--- src/dac_ctl_pkg.sv ---
// constants for dac auto power-down, pin readback and reset control
package dac_ctl_pkg;
  // register offsets
  localparam logic [7:0] DAC_POWER_OFF     = 8'h00;
  localparam logic [7:0] CABLE_PD_OFF      = 8'h10;
  localparam logic [7:0] OUT_CONFIG_OFF    = 8'h11;
  localparam logic [7:0] RB_S_HI_OFF       = 8'h12;
  localparam logic [7:0] RB_Y_HI_OFF       = 8'h13;
  localparam logic [7:0] RB_C_HI_OFF       = 8'h14;
  localparam logic [7:0] RB_LOW_OFF        = 8'h15;
  localparam logic [7:0] RB_CTRL_OFF       = 8'h16;
  localparam logic [7:0] SW_RESET_OFF      = 8'h17;
  // field positions
  localparam int CABLE1_STAT_BIT  = 0;
  localparam int CABLE2_STAT_BIT  = 1;
  localparam int DETECT_EN_BIT    = 2;
  localparam int AUTO_PD_EN_BIT   = 4;
  localparam int COMPONENT_BIT    = 0;
  localparam int SW_RESET_BIT     = 1;
  // reset values
  localparam logic [2:0] DAC_POWER_RST   = 3'h7;
  localparam logic [1:0] CABLE_STAT_RST  = 2'h0;
  localparam logic       DETECT_EN_RST   = 1'b0;
  localparam logic       AUTO_PD_EN_RST  = 1'b0;
  localparam logic       COMPONENT_RST   = 1'b0;
  // power-down masks (bit n = dac n+1)
  localparam logic [2:0] PD_NONE         = 3'h0;
  localparam logic [2:0] PD_DAC1         = 3'h1;
  localparam logic [2:0] PD_DAC23        = 3'h6;
  localparam logic [2:0] PD_ALL          = 3'h7;
  // synchronised pin vector width: 30 pixel, 5 control, lock pin, pixel clock, 2 sense
  localparam int PIN_W = 39;
endpackage : dac_ctl_pkg

--- src/dac_autopd_ctl.sv ---
// dac auto power-down, input pin readback and software/power-on reset control
`timescale 1ns/100ps
module dac_autopd_ctl (
  // clock and power-on reset
  input  wire logic       ref_clk,
  input  wire logic       reset,
  // register access from the host control port
  input  wire logic       regWrEn,
  input  wire logic       regRdEn,
  input  wire logic [7:0] regAddr,
  input  wire logic [7:0] regWrData,
  output logic      [7:0] regRdData,
  // port mode selection from the host control port
  input  wire logic       spiSelect,
  output logic            spiModeOn,
  // video timing and cable sense
  input  wire logic       frameStart,
  input  wire logic       cableSense1,
  input  wire logic       cableSense2,
  // input pins for readback
  input  wire logic       primary_pixel_clock_in,
  input  wire logic [9:0] pixS,
  input  wire logic [9:0] pixY,
  input  wire logic [9:0] pixC,
  input  wire logic [4:0] ctrlPins,
  input  wire logic       subcarrier_lock_pin,
  // dac power enables
  output logic      [2:0] dacPowerOn
);
  logic [dac_ctl_pkg::PIN_W-1:0] pinSync;
  logic [9:0] syncS;
  logic [9:0] syncY;
  logic [9:0] syncC;
  logic [4:0] syncCtrl;
  logic       syncLock;
  logic       syncPclk;
  logic       cable1;
  logic       cable2;

  // every readback and cable sense pin passes two flops before any logic reads it
  pin_sync #(.WIDTH(dac_ctl_pkg::PIN_W)) u_sync (
    .ref_clk (ref_clk),
    .reset   (reset),
    .pinIn   ({cableSense2, cableSense1, primary_pixel_clock_in, subcarrier_lock_pin, ctrlPins, pixC, pixY, pixS}),
    .pinOut  (pinSync)
  );
  assign {cable2, cable1, syncPclk, syncLock, syncCtrl, syncC, syncY, syncS} = pinSync;

  // register state
  logic [2:0]  dacPower_r,   dacPower_nxt;
  logic [1:0]  cableStat_r,  cableStat_nxt;
  logic        detectEn_r,   detectEn_nxt;
  logic        autoPdEn_r,   autoPdEn_nxt;
  logic        component_r,  component_nxt;
  logic [2:0]  pdMask_r,     pdMask_nxt;
  logic [35:0] rbLatch_r,    rbLatch_nxt;
  logic        pclkPrev_r,   pclkPrev_nxt;
  logic [7:0]  rdData_r,     rdData_nxt;
  logic        spiMode_r,    spiMode_nxt;
  logic [2:0]  dacOn_r,      dacOn_nxt;
  logic        swReset;
  logic        autoActive;
  logic        mon1;
  logic        mon2;
  logic [2:0]  frameMask;

  assign swReset    = regWrEn && (regAddr == dac_ctl_pkg::SW_RESET_OFF)
                      && regWrData[dac_ctl_pkg::SW_RESET_BIT];
  assign autoActive = autoPdEn_r && detectEn_r;
  // a dac must be powered to be monitored
  assign mon1 = dacPower_r[0];
  assign mon2 = dacPower_r[1] && !component_r;

  // per-frame mask from sensed connection (sense high = cable attached)
  always_comb begin
    frameMask = dac_ctl_pkg::PD_NONE;
    if (component_r) begin
      if (mon1 && !cable1) frameMask = dac_ctl_pkg::PD_ALL;
    end else begin
      if (mon1 && !cable1) frameMask = frameMask | dac_ctl_pkg::PD_DAC1;
      if (mon2 && !cable2) frameMask = frameMask | dac_ctl_pkg::PD_DAC23;
    end
  end

  always_comb begin
    dacPower_nxt  = dacPower_r;
    cableStat_nxt = cableStat_r;
    detectEn_nxt  = detectEn_r;
    autoPdEn_nxt  = autoPdEn_r;
    component_nxt = component_r;
    pdMask_nxt    = pdMask_r;
    // cable status once per frame
    if (frameStart && detectEn_r) begin
      if (mon1) cableStat_nxt[dac_ctl_pkg::CABLE1_STAT_BIT] = !cable1;
      if (mon2) cableStat_nxt[dac_ctl_pkg::CABLE2_STAT_BIT] = !cable2;
    end
    // mask clears at once while auto is off, else moves only at a frame start, held through the frame
    if (!autoActive) begin
      pdMask_nxt = dac_ctl_pkg::PD_NONE;
    end else if (frameStart) begin
      pdMask_nxt = frameMask;
    end
    if (regWrEn) begin
      unique case (regAddr)
        dac_ctl_pkg::DAC_POWER_OFF: dacPower_nxt = regWrData[2:0];
        dac_ctl_pkg::CABLE_PD_OFF: begin
          detectEn_nxt = regWrData[dac_ctl_pkg::DETECT_EN_BIT];
          autoPdEn_nxt = regWrData[dac_ctl_pkg::AUTO_PD_EN_BIT];
        end
        dac_ctl_pkg::OUT_CONFIG_OFF: component_nxt = regWrData[dac_ctl_pkg::COMPONENT_BIT];
        default: ;
      endcase
    end
    // software reset returns all registers except the port mode to defaults
    if (swReset) begin
      dacPower_nxt  = dac_ctl_pkg::DAC_POWER_RST;
      cableStat_nxt = dac_ctl_pkg::CABLE_STAT_RST;
      detectEn_nxt  = dac_ctl_pkg::DETECT_EN_RST;
      autoPdEn_nxt  = dac_ctl_pkg::AUTO_PD_EN_RST;
      component_nxt = dac_ctl_pkg::COMPONENT_RST;
      pdMask_nxt    = dac_ctl_pkg::PD_NONE;
    end
  end

  // readback latch on rising edge of the pixel clock
  // latch goes stale while the pixel clock is stopped
  always_comb begin
    pclkPrev_nxt = syncPclk;
    rbLatch_nxt  = rbLatch_r;
    if (syncPclk && !pclkPrev_r) begin
      rbLatch_nxt = {syncLock, syncCtrl, syncC, syncY, syncS};
    end
    if (swReset) rbLatch_nxt = '0;
  end

  // register read mux, one cycle latency
  always_comb begin
    rdData_nxt = rdData_r;
    if (regRdEn) begin
      unique case (regAddr)
        dac_ctl_pkg::DAC_POWER_OFF:  rdData_nxt = {5'h00, dacPower_r};
        dac_ctl_pkg::CABLE_PD_OFF:   rdData_nxt = {3'h0, autoPdEn_r, 1'b0, detectEn_r, cableStat_r};
        dac_ctl_pkg::OUT_CONFIG_OFF: rdData_nxt = {7'h00, component_r};
        dac_ctl_pkg::RB_S_HI_OFF:    rdData_nxt = rbLatch_r[9:2];
        dac_ctl_pkg::RB_Y_HI_OFF:    rdData_nxt = rbLatch_r[19:12];
        dac_ctl_pkg::RB_C_HI_OFF:    rdData_nxt = rbLatch_r[29:22];
        dac_ctl_pkg::RB_LOW_OFF:     rdData_nxt = {rbLatch_r[1:0], rbLatch_r[11:10], rbLatch_r[21:20], 2'h0};
        dac_ctl_pkg::RB_CTRL_OFF:    rdData_nxt = {2'h0, rbLatch_r[35:30]};
        dac_ctl_pkg::SW_RESET_OFF:   rdData_nxt = {7'h00, spiMode_r};
        default:                     rdData_nxt = 8'h00;
      endcase
    end
  end

  // port mode survives software reset
  always_comb begin
    spiMode_nxt = spiMode_r || spiSelect;
    dacOn_nxt   = dacPower_r & ~pdMask_r;
  end

  always_ff @(posedge ref_clk) begin
    if (reset) begin
      dacPower_r  <= dac_ctl_pkg::DAC_POWER_RST;
      cableStat_r <= dac_ctl_pkg::CABLE_STAT_RST;
      detectEn_r  <= dac_ctl_pkg::DETECT_EN_RST;
      autoPdEn_r  <= dac_ctl_pkg::AUTO_PD_EN_RST;
      component_r <= dac_ctl_pkg::COMPONENT_RST;
      pdMask_r    <= dac_ctl_pkg::PD_NONE;
      rbLatch_r   <= '0;
      pclkPrev_r  <= 1'b0;
      rdData_r    <= 8'h00;
      spiMode_r   <= 1'b0;
      dacOn_r     <= 3'h0;
    end else begin
      dacPower_r  <= dacPower_nxt;
      cableStat_r <= cableStat_nxt;
      detectEn_r  <= detectEn_nxt;
      autoPdEn_r  <= autoPdEn_nxt;
      component_r <= component_nxt;
      pdMask_r    <= pdMask_nxt;
      rbLatch_r   <= rbLatch_nxt;
      pclkPrev_r  <= pclkPrev_nxt;
      rdData_r    <= rdData_nxt;
      spiMode_r   <= spiMode_nxt;
      dacOn_r     <= dacOn_nxt;
    end
  end

  assign regRdData  = rdData_r;
  assign spiModeOn  = spiMode_r;
  assign dacPowerOn = dacOn_r;

  // checks
  // write-free cycles keep the next register values predictable
  logic       noWr;
  logic [7:0] rbSHi;
  assign noWr  = !regWrEn;
  assign rbSHi = rbLatch_r[9:2];

  a_autopd_enable: assert property (@(posedge ref_clk) disable iff (reset)
    regWrEn && regAddr == 8'h10 |=> autoPdEn_r == $past(regWrData[4]))
    else $error("auto power-down enable not taken from bit 4");
  a_needs_detect: assert property (@(posedge ref_clk) disable iff (reset)
    !detectEn_r |=> pdMask_r == 3'h0)
    else $error("auto power-down active without cable detection");
  a_comp_all_down: assert property (@(posedge ref_clk) disable iff (reset)
    frameStart && autoActive && noWr && component_r && dacPower_r[0] && !cable1 |=> pdMask_r == 3'h7)
    else $error("component mode dac1 open did not power all down");
  a_comp_dac2_ignored: assert property (@(posedge ref_clk) disable iff (reset)
    frameStart && autoActive && noWr && component_r && cable1 |=> pdMask_r == 3'h0 && $stable(cableStat_r[1]))
    else $error("component mode used dac2 state");
  a_composite_output_config_split: assert property (@(posedge ref_clk) disable iff (reset)
    frameStart && autoActive && noWr && !component_r && dacPower_r == 3'h7 && cable1 && !cable2
    |=> pdMask_r == 3'h6)
    else $error("composite dac2 open wrong mask");
  a_frame_hold: assert property (@(posedge ref_clk) disable iff (reset)
    !frameStart && autoActive && noWr ##1 autoActive |-> $stable(pdMask_r))
    else $error("auto power changed inside a frame");
  a_status_bit: assert property (@(posedge ref_clk) disable iff (reset)
    frameStart && detectEn_r && dacPower_r[0] && noWr |=> cableStat_r[0] == !$past(cable1))
    else $error("dac1 cable status wrong");
  a_sw_defaults: assert property (@(posedge ref_clk) disable iff (reset)
    swReset |=> dacPower_r == 3'h7 && !autoPdEn_r && !detectEn_r ##1 dacPowerOn == 3'h7)
    else $error("software reset did not restore defaults");
  a_sw_selfclear: assert property (@(posedge ref_clk) disable iff (reset)
    regRdEn && regAddr == 8'h17 |=> !regRdData[1])
    else $error("software reset bit read back set");
  a_spi_sticky: assert property (@(posedge ref_clk) disable iff (reset)
    spiModeOn |=> spiModeOn)
    else $error("port mode lost");
  a_power_out: assert property (@(posedge ref_clk) disable iff (reset)
    !autoActive && noWr ##1 noWr |=> dacPowerOn == dacPower_r)
    else $error("dac power differs from normal controls while auto off");

  // frame check per dac
  a_composite_output_config_dac1_only: assert property (@(posedge ref_clk) disable iff (reset)
    frameStart && autoActive && noWr && !component_r && dacPower_r[0] && !cable1
    && (!dacPower_r[1] || cable2) |=> pdMask_r == 3'h1)
    else $error("composite dac1 open wrong mask");
  a_cable_kept_on: assert property (@(posedge ref_clk) disable iff (reset)
    frameStart && autoActive && noWr && !component_r && cable1 |=> !pdMask_r[0])
    else $error("composite dac1 with cable powered down");
  a_open_held_down: assert property (@(posedge ref_clk) disable iff (reset)
    autoActive && pdMask_r[0] && !frameStart && noWr |=> pdMask_r[0])
    else $error("dac1 powered up before next frame");
  a_status_frame: assert property (@(posedge ref_clk) disable iff (reset)
    !frameStart && noWr |=> $stable(cableStat_r))
    else $error("cable status moved between frames");
  a_dac2_status: assert property (@(posedge ref_clk) disable iff (reset)
    frameStart && detectEn_r && dacPower_r[1] && !component_r && noWr |=> cableStat_r[1] == !$past(cable2))
    else $error("dac2 cable status wrong");
  a_dac_steady: assert property (@(posedge ref_clk) disable iff (reset)
    !frameStart && autoActive && noWr |=> ##1 $stable(dacPowerOn))
    else $error("dac power moved inside a frame");

  // readback and reset
  a_rb_capture: assert property (@(posedge ref_clk) disable iff (reset)
    syncPclk && !pclkPrev_r && noWr |=> rbLatch_r[9:0] == $past(syncS))
    else $error("pixel input levels not captured");
  a_rb_read: assert property (@(posedge ref_clk) disable iff (reset)
    regRdEn && regAddr == 8'h12 |=> regRdData == $past(rbSHi))
    else $error("readback register wrong");
  a_sw_take: assert property (@(posedge ref_clk) disable iff (reset)
    regWrEn && regAddr == 8'h17 && regWrData[1] |=> dacPower_r == 3'h7 && pdMask_r == 3'h0)
    else $error("software reset write ignored");
  a_por_state: assert property (@(posedge ref_clk) disable iff (reset)
    $fell(reset) |-> dacPower_r == 3'h7 && cableStat_r == 2'h0 && !spiModeOn && regRdData == 8'h00)
    else $error("power-on reset state wrong");

  // main scenarios
  c_comp_down: cover property (@(posedge ref_clk) disable iff (reset)
    component_r && pdMask_r == 3'h7);
  c_composite_output_config_dac1: cover property (@(posedge ref_clk) disable iff (reset)
    !component_r && pdMask_r == 3'h1);
  c_sw_reset: cover property (@(posedge ref_clk) disable iff (reset) swReset && spiModeOn);
  c_composite_output_config_dac23: cover property (@(posedge ref_clk) disable iff (reset) !component_r && pdMask_r == 3'h6);
  c_readback: cover property (@(posedge ref_clk) disable iff (reset)
    regRdEn && regAddr == 8'h16 ##1 regRdData != 8'h00);
endmodule : dac_autopd_ctl

--- src/pin_sync.sv ---
// two-flop synchroniser for a vector of asynchronous pins
`timescale 1ns/100ps
module pin_sync #(
  parameter int WIDTH = 1
) (
  // clock and reset
  input  wire logic             ref_clk,
  input  wire logic             reset,
  // pins
  input  wire logic [WIDTH-1:0] pinIn,
  output logic      [WIDTH-1:0] pinOut
);
  logic [WIDTH-1:0] stage1_r;
  logic [WIDTH-1:0] stage2_r;

  always_ff @(posedge ref_clk) begin
    if (reset) begin
      stage1_r <= '0;
      stage2_r <= '0;
    end else begin
      stage1_r <= pinIn;
      stage2_r <= stage1_r;
    end
  end

  assign pinOut = stage2_r;
endmodule : pin_sync

--- config.mk ---
export PLATFORM = sky130hd
export DESIGN_NAME = dac_autopd_ctl
export DESIGN_NICKNAME = d
export VERILOG_FILES = /design/src/dac_ctl_pkg.sv /design/src/dac_autopd_ctl.sv /design/src/pin_sync.sv
export SDC_FILE = /design/constraint.sdc
export NUM_CORES = 1
export LEC_CHECK = 0
export BUFFER_PORTS_ARGS = -buffer_cell sky130_fd_sc_hd__buf_2
export CAP_MARGIN = 15
export CORE_MARGIN = 2
export CORE_UTILIZATION = 55
export CTS_CLUSTER_SIZE = 16
export DETAILED_ROUTE_END_ITERATION = 10
export PLACE_DENSITY = 0.89
export SKIP_CTS_REPAIR_TIMING = 1
export SYNTH_ARGS = -nofsm -noshare
export SYNTH_HDL_FRONTEND = slang
export SYNTH_HIERARCHICAL = 1
export SYNTH_SLANG_ARGS = --single-unit
--- constraint.sdc ---
create_clock -name ref_clk -period 1.8 [get_ports ref_clk]
set_input_delay 0.36 -clock ref_clk [delete_from_list [all_inputs] [get_ports ref_clk]]
set_output_delay 0.36 -clock ref_clk [all_outputs]
set_load 0.01 [all_outputs]
==> results of run 1 <==
## cells in the mapped netlist, types with 2 or more instances
library cell	n	area, um2
a22o_1	7	61.31
a32oi_1	6	52.55
a211oi_1	3	22.52
a32o_1	3	30.03
buf_4	2	15.01
nand3b_1	2	15.01
nor3b_1	6	45.04
buf_6	2	22.52
a21oi_1	40	200.2
nor2_1	18	67.56
nor2b_1	87	544.3
clkbuf_1	11	41.29
nand2_1	85	319.1
mux2i_1	15	150.1
nand3_1	8	40.04
o21ai_1	4	20.02
dfxtp_1	137	2743
nand4_1	3	18.77
buf_2	14	70.07
o21ai_0	2	10.01
## worst paths after layout
path	start	endpoint	slack [ns]	cells past startpoint
worst max-delay path	spiModeOn	spiModeOn	0.35	1
worst min-delay path	pixY[2]	u_sync/stage1_r[12]	0.05	2
worst max register to register	autoPdEn_r	regRdData[4]	0.40	4
worst min register to register	pdMask_r[0]	dacPowerOn[0]	0.43	1
## flip-flops by register name, indices dropped and copies added (netlist names), 2 cells and up
register	flops
u_sync/pinOut	39
pdMask_r	2
dacPowerOn	3
rbLatch_r	36
cableStat_r	2
regRdData	8
u_sync/stage1_r	39
dacPower_r	3
## power groups by stage
stage,clock [uW],sequential (uW),combinational (uW)
finish,3480,3160,329
global route,3650,3170,361
CTS,3510,3160,328
detailed placement,0,3220,319
global placement,0,3220,307
floorplan,0,3220,196
## kinds of logic (layout without fill, tap and decap cells)
kind of cell,after synthesis,after routing,synth area share
AND/OR/NAND/NOR,223,223,0.2549
multiplexers,16,16,0.03664
buffers and inverters,30,120,0.03239
AO/OA/AOI/OAI,71,71,0.09400
flip-flops,137,137,0.5820
## metrics by stage
step	total power (uW)	setup WS (ns)	cell area, um2
after floorplan	3412	0.2537	4712
after global placement	3528	0.08553	5192
after detailed placement	3543	0.05262	5192
after CTS	6999	0.3441	5796
after global routing	7178	0.3032	5796
final	6970	0.3547	5796
## layer usage
layer,up-vias,routed length (um),part of all wire,GRT usage
met2,188,5151,0.49,0.4138
met5,-,0,0,0
li1,1740,-,-,-
met1,1711,4084,0.39,0.2633
met4,0,353,0.034,0.1174
met3,42,839,0.080,0.06749
## cell type report
type / instances / area [um2] / area share
well taps: 105 / 131.4 / 0.02267
inverters: 1 / 3.754 / 0.0006477
clock buffers: 21 / 459.2 / 0.07923
flip-flops and latches: 137 / 2743 / 0.4732
clock inverters: 11 / 143.9 / 0.02483
multi-input cells: 310 / 1819 / 0.3139
repair buffers: 87 / 495.5 / 0.08549
==> reports/results.ini, run 1 <==
[synthesis]
yosys_warnings=6
syn_nets=538
synth_seq_cells=137
synth-async-reset-ratio=0
ys_seq_area_frac=0.5820
syn_avg_cell_area_um2=9.878
syn-instance-count=477
synth_cell_types=42
synth_ff_type=dfxtp_1
synth_edf_count=0
syn_area_um2=4712

[global_routing]
grt_pass1_wl_um=16330
grtUsageTotal=0.2367
antenna_found_initial=0
grt_remaining_overflow=0
grt_max_degree=41
first_global_vias=3518

[finish]
nFillCells=589
diodes=0
final_net_count=615
final_cell_mix=dfxtp_1, nor2b_1, nand2_1
drive_above_1_share=0.2240
syn_to_final_growth_pct=23.00
finalNonFillerCells=672
layout_commonest_cell=dfxtp_1
utilization=0.7018

[routing]
drc=0
num_vias=3681
viasPerCell=5.478
first_pass_iters=5
routedWlPerCell_um=15.52
drt_wl_total_um=10430
ant_nets=0
drt-initial-drc-count=301

[worst_setup_path]
cpPeakStageDelay_ns=0.40
crit_path_end_kind=primary output
crit_chain=buf_2
crit_path_top_delay_cell=dfxtp_1
crit_fanout=3
arrival_ns=1.09
worstPathRequired_ns=1.44
cpLargestDelayFamily=flip-flops
worstSetupPathType=flop to primary output
cp-start-kind=flop
cp_num_buf_inv=1

[sta]
slew_headroom=0.6394
fmax_mhz=691.9
maxSlewViolCount=0
fin_skew_ns=0.006318
min_period_ns=1.445
tightest_slew_ns=0.5390
whs_ns=0.04549
rsz0062_at_grt=false
tns_ns=0
hold_viol=0
min_period_over_period=0.8029
finalSetupViolCount=0

[placement]
dp_hpwl_um=6226
dp_cells=640
place.gp.congestion=0.9549
io_buffers=68

[power_and_ir_drop]
p_int_uw=5496
p_sw_frac=0.2115
p_clk_frac=0.499
power.share.combinational=0.047
ir_drop_mv=0.8033
switchingPower_uw=1474
power_density_nw_per_um2=1203
power_frac_seq=0.454
p_leak_uw=0.002349

[floorplanning]
num_rows=33
fp.coreArea_um2=8258
die-area_um2=9324
floorplan.initialDensity=0.5706
die_h_um=96.56
die_w_um=96.56
ioPinCount=73

[run_status]
status=finished, final reports clean

[clocking]
clock-root-buffer=clkbuf_8
cts_tree=built
clk_pin_slew_ns=0.06
cts.sinks=137
cts_buffers=17
clk-insertion-delay-late_ns=0.52
cts_buffer_depth=2
htreeDepth=4

[min_path]
hold_class=input pin to flop

[flow_run]
maxCapViolCount=0

Power figures use the tool's default switching activity.
==> inputs of run 2 (changes only) <==
Clock period 1.8 ns to 1.4 ns, I/O delays scaled along.
==> run 2 against run 1 <==
Net effect: worst hold slack got worse by 0.074 ns; highest routed layer unchanged; die area is the same; final cell count is 4.6% higher; the run now ends with hold timing left; clock power grew 42%.
==> reports/results.ini, run 2 (synthesis results as in run 1) <==
[sta]
tns_ns=0  ; unchanged
maxSlewViolCount=0  ; unchanged
rsz0062_at_grt=false  ; unchanged
min_period_ns=1.314
fin_skew_ns=0.006335  ; was 0.006318 ns
tightest_slew_ns=0.4001  ; was 0.5390 ns
min_period_over_period=0.9387
slew_headroom=0.7323  ; was 0.6394
hold_viol=8  ; was 0
fmax_mhz=761.0
finalSetupViolCount=0  ; unchanged
whs_ns=-0.02805  ; was 0.04549 ns

[worst_setup_path]
crit_path_end_kind=flop  ; was primary output
cp_num_buf_inv=0  ; was 1
cpPeakStageDelay_ns=0.47  ; was 0.40 ns
worstPathRequired_ns=1.81  ; was 1.44 ns
crit_path_top_delay_cell=mux4_2  ; was dfxtp_1
ff2ff_setup_slack_ns=0.09  ; was 0.40 ns
rr_endpoint=regRdData[4]  ; unchanged
r2r.worst_path.cells=4  ; unchanged
crit_fanout=3  ; unchanged
worstSetupPathType=flop to flop  ; was flop to primary output
arrival_ns=1.72  ; was 1.09 ns
crit_chain=mux4_2 > nor2_1 > a21oi_1 > a32o_1  ; was buf_2
cp-start-kind=flop  ; unchanged
cpLargestDelayFamily=multiplexers  ; was flip-flops
r2r-start=autoPdEn_r  ; unchanged

[floorplanning]
fp.coreArea_um2=8258  ; unchanged
num_rows=33  ; unchanged
die_h_um=96.56  ; unchanged
floorplan.initialDensity=0.5706  ; unchanged
ioPinCount=73  ; unchanged
die-area_um2=9324  ; unchanged
die_w_um=96.56  ; unchanged

[min_path]
hold_class=input pin to flop  ; unchanged
hold_path_end=spiModeOn  ; was u_sync/stage1_r[12]
worstHoldStart=spiSelect  ; was pixY[2]
holdPathStages=3  ; was 2

[clocking]
htreeDepth=4  ; unchanged
clk-insertion-delay-late_ns=0.51  ; was 0.52 ns
cts.sinks=137  ; unchanged
clock-root-buffer=clkbuf_8  ; unchanged
cts_buffer_depth=2  ; unchanged
clk_pin_slew_ns=0.06  ; about the same
cts_tree=built  ; unchanged
cts_buffers=17  ; unchanged

[power_and_ir_drop]
p_total_uw=9519  ; was 6970 uW
power_density_nw_per_um2=1528  ; was 1203 nW/um2
p_leak_uw=0.002542  ; was 0.002349 uW
ir_drop_mv=0.8404  ; was 0.8033 mV

[routing]
first_pass_iters=5  ; unchanged
drt-initial-drc-count=161  ; was 301
viasPerCell=5.249  ; was 5.478
ant_nets=0  ; unchanged
drt_wl_total_um=10740  ; was 10430 um
routedWlPerCell_um=15.28  ; was 15.52 um
num_vias=3690  ; was 3681
drc=0  ; unchanged

[finish]
syn_to_final_growth_pct=32.18  ; was 23.00%
final_net_count=647  ; was 615
nFillCells=551  ; was 589
final_cell_mix=dfxtp_1, nor2b_1, nand2_1  ; unchanged
layout_commonest_cell=dfxtp_1  ; unchanged
diodes=0  ; unchanged
drive_above_1_share=0.2274  ; was 0.2240

[run_status]
status=finished with violations  ; was finished, final reports clean
violations=hold timing

[global_routing]
antenna_found_initial=0  ; unchanged
grt_remaining_overflow=0  ; unchanged
grt_pass1_wl_um=16180  ; was 16330 um
first_global_vias=3529  ; was 3518
grt_max_degree=49  ; was 41
grtUsageTotal=0.2354  ; was 0.2367

[flow_run]
maxCapViolCount=0  ; unchanged

[placement]
place.gp.congestion=0.8903  ; was 0.9549
dp_hpwl_um=6493  ; was 6226 um
io_buffers=68  ; unchanged

==> run 2: changes by cell type in the layout (fill, tap and decap cells not counted), moves of 2 or more <==
cell,change
buf_12,+4
buf_4,+3
bufinv_16,+3
clkinv_2,-2
clkinvlp_4,-2
dlygate4sd3_1,+25
==> run 2: area by class of cell <==
| class | count | area, um2 | area share |
|---|---|---|---|
| Sequential cell | 137 | 2744 | 0.4405 |
| Clock inverter | 11 | 217.7 | 0.03495 |
| Timing Repair Buffer | 119 | 848.3 | 0.1362 |
| Tap cell | 105 | 131.4 | 0.02109 |
| Clock buffer | 20 | 445.4 | 0.07151 |
| Multi-Input combinational cell | 310 | 1838 | 0.2951 |
| Inverter | 1 | 3.754 | 0.0006027 |
==> run 2: power breakdown <==
group	total, uW	internal [uW]	switching (uW)
logic	512	262	250
clock network	4940	3340	1600
registers	4070	4030	40.9
==> run 2: tightest hold or removal path, stage by stage <==
cell and delay, ns:
buf_2 0.07, nor2_1 0.03, nor2_1 0.06
==> run 2: worst max path at each step <==
stage / start / to / slack, ns / cells after the start
after detailed placement: regAddr[5] / regRdData[3] / -0.21 / 6
after global placement: regAddr[5] / regRdData[3] / -0.16 / 6
after global routing: cableStat_r[1] / regRdData[1] / 0.008 / 5
after CTS: spiModeOn / spiModeOn / 0.02 / 1
final: autoPdEn_r / regRdData[4] / 0.09 / 4
after floorplan: regAddr[4] / regRdData[2] / -0.007 / 6
==> run 2: routing by layer <==
metal / vias up / share of wire / track usage
met5: - / 0 / 0
met4: 0 / 0.026 / 0.1185
li1: 1805 / - / -
met3: 30 / 0.046 / 0.05741
met1: 1744 / 0.41 / 0.2546
met2: 111 / 0.52 / 0.4265
==> run 2: through the flow <==
step	cells	setup slack [ns]	util	instance area [um2]	hold WS, ns
after CTS	678	0.02379	0.7238	5977	-0.04779
final	703	0.08589	0.7542	6228	-0.02805
after floorplan	477	-0.007430	-	4737	0.3741
after global placement	647	-0.1575	0.6435	5314	0.4080
after detailed placement	647	-0.2096	0.6435	5314	0.4091
after global routing	703	0.007901	0.7542	6228	-0.003025
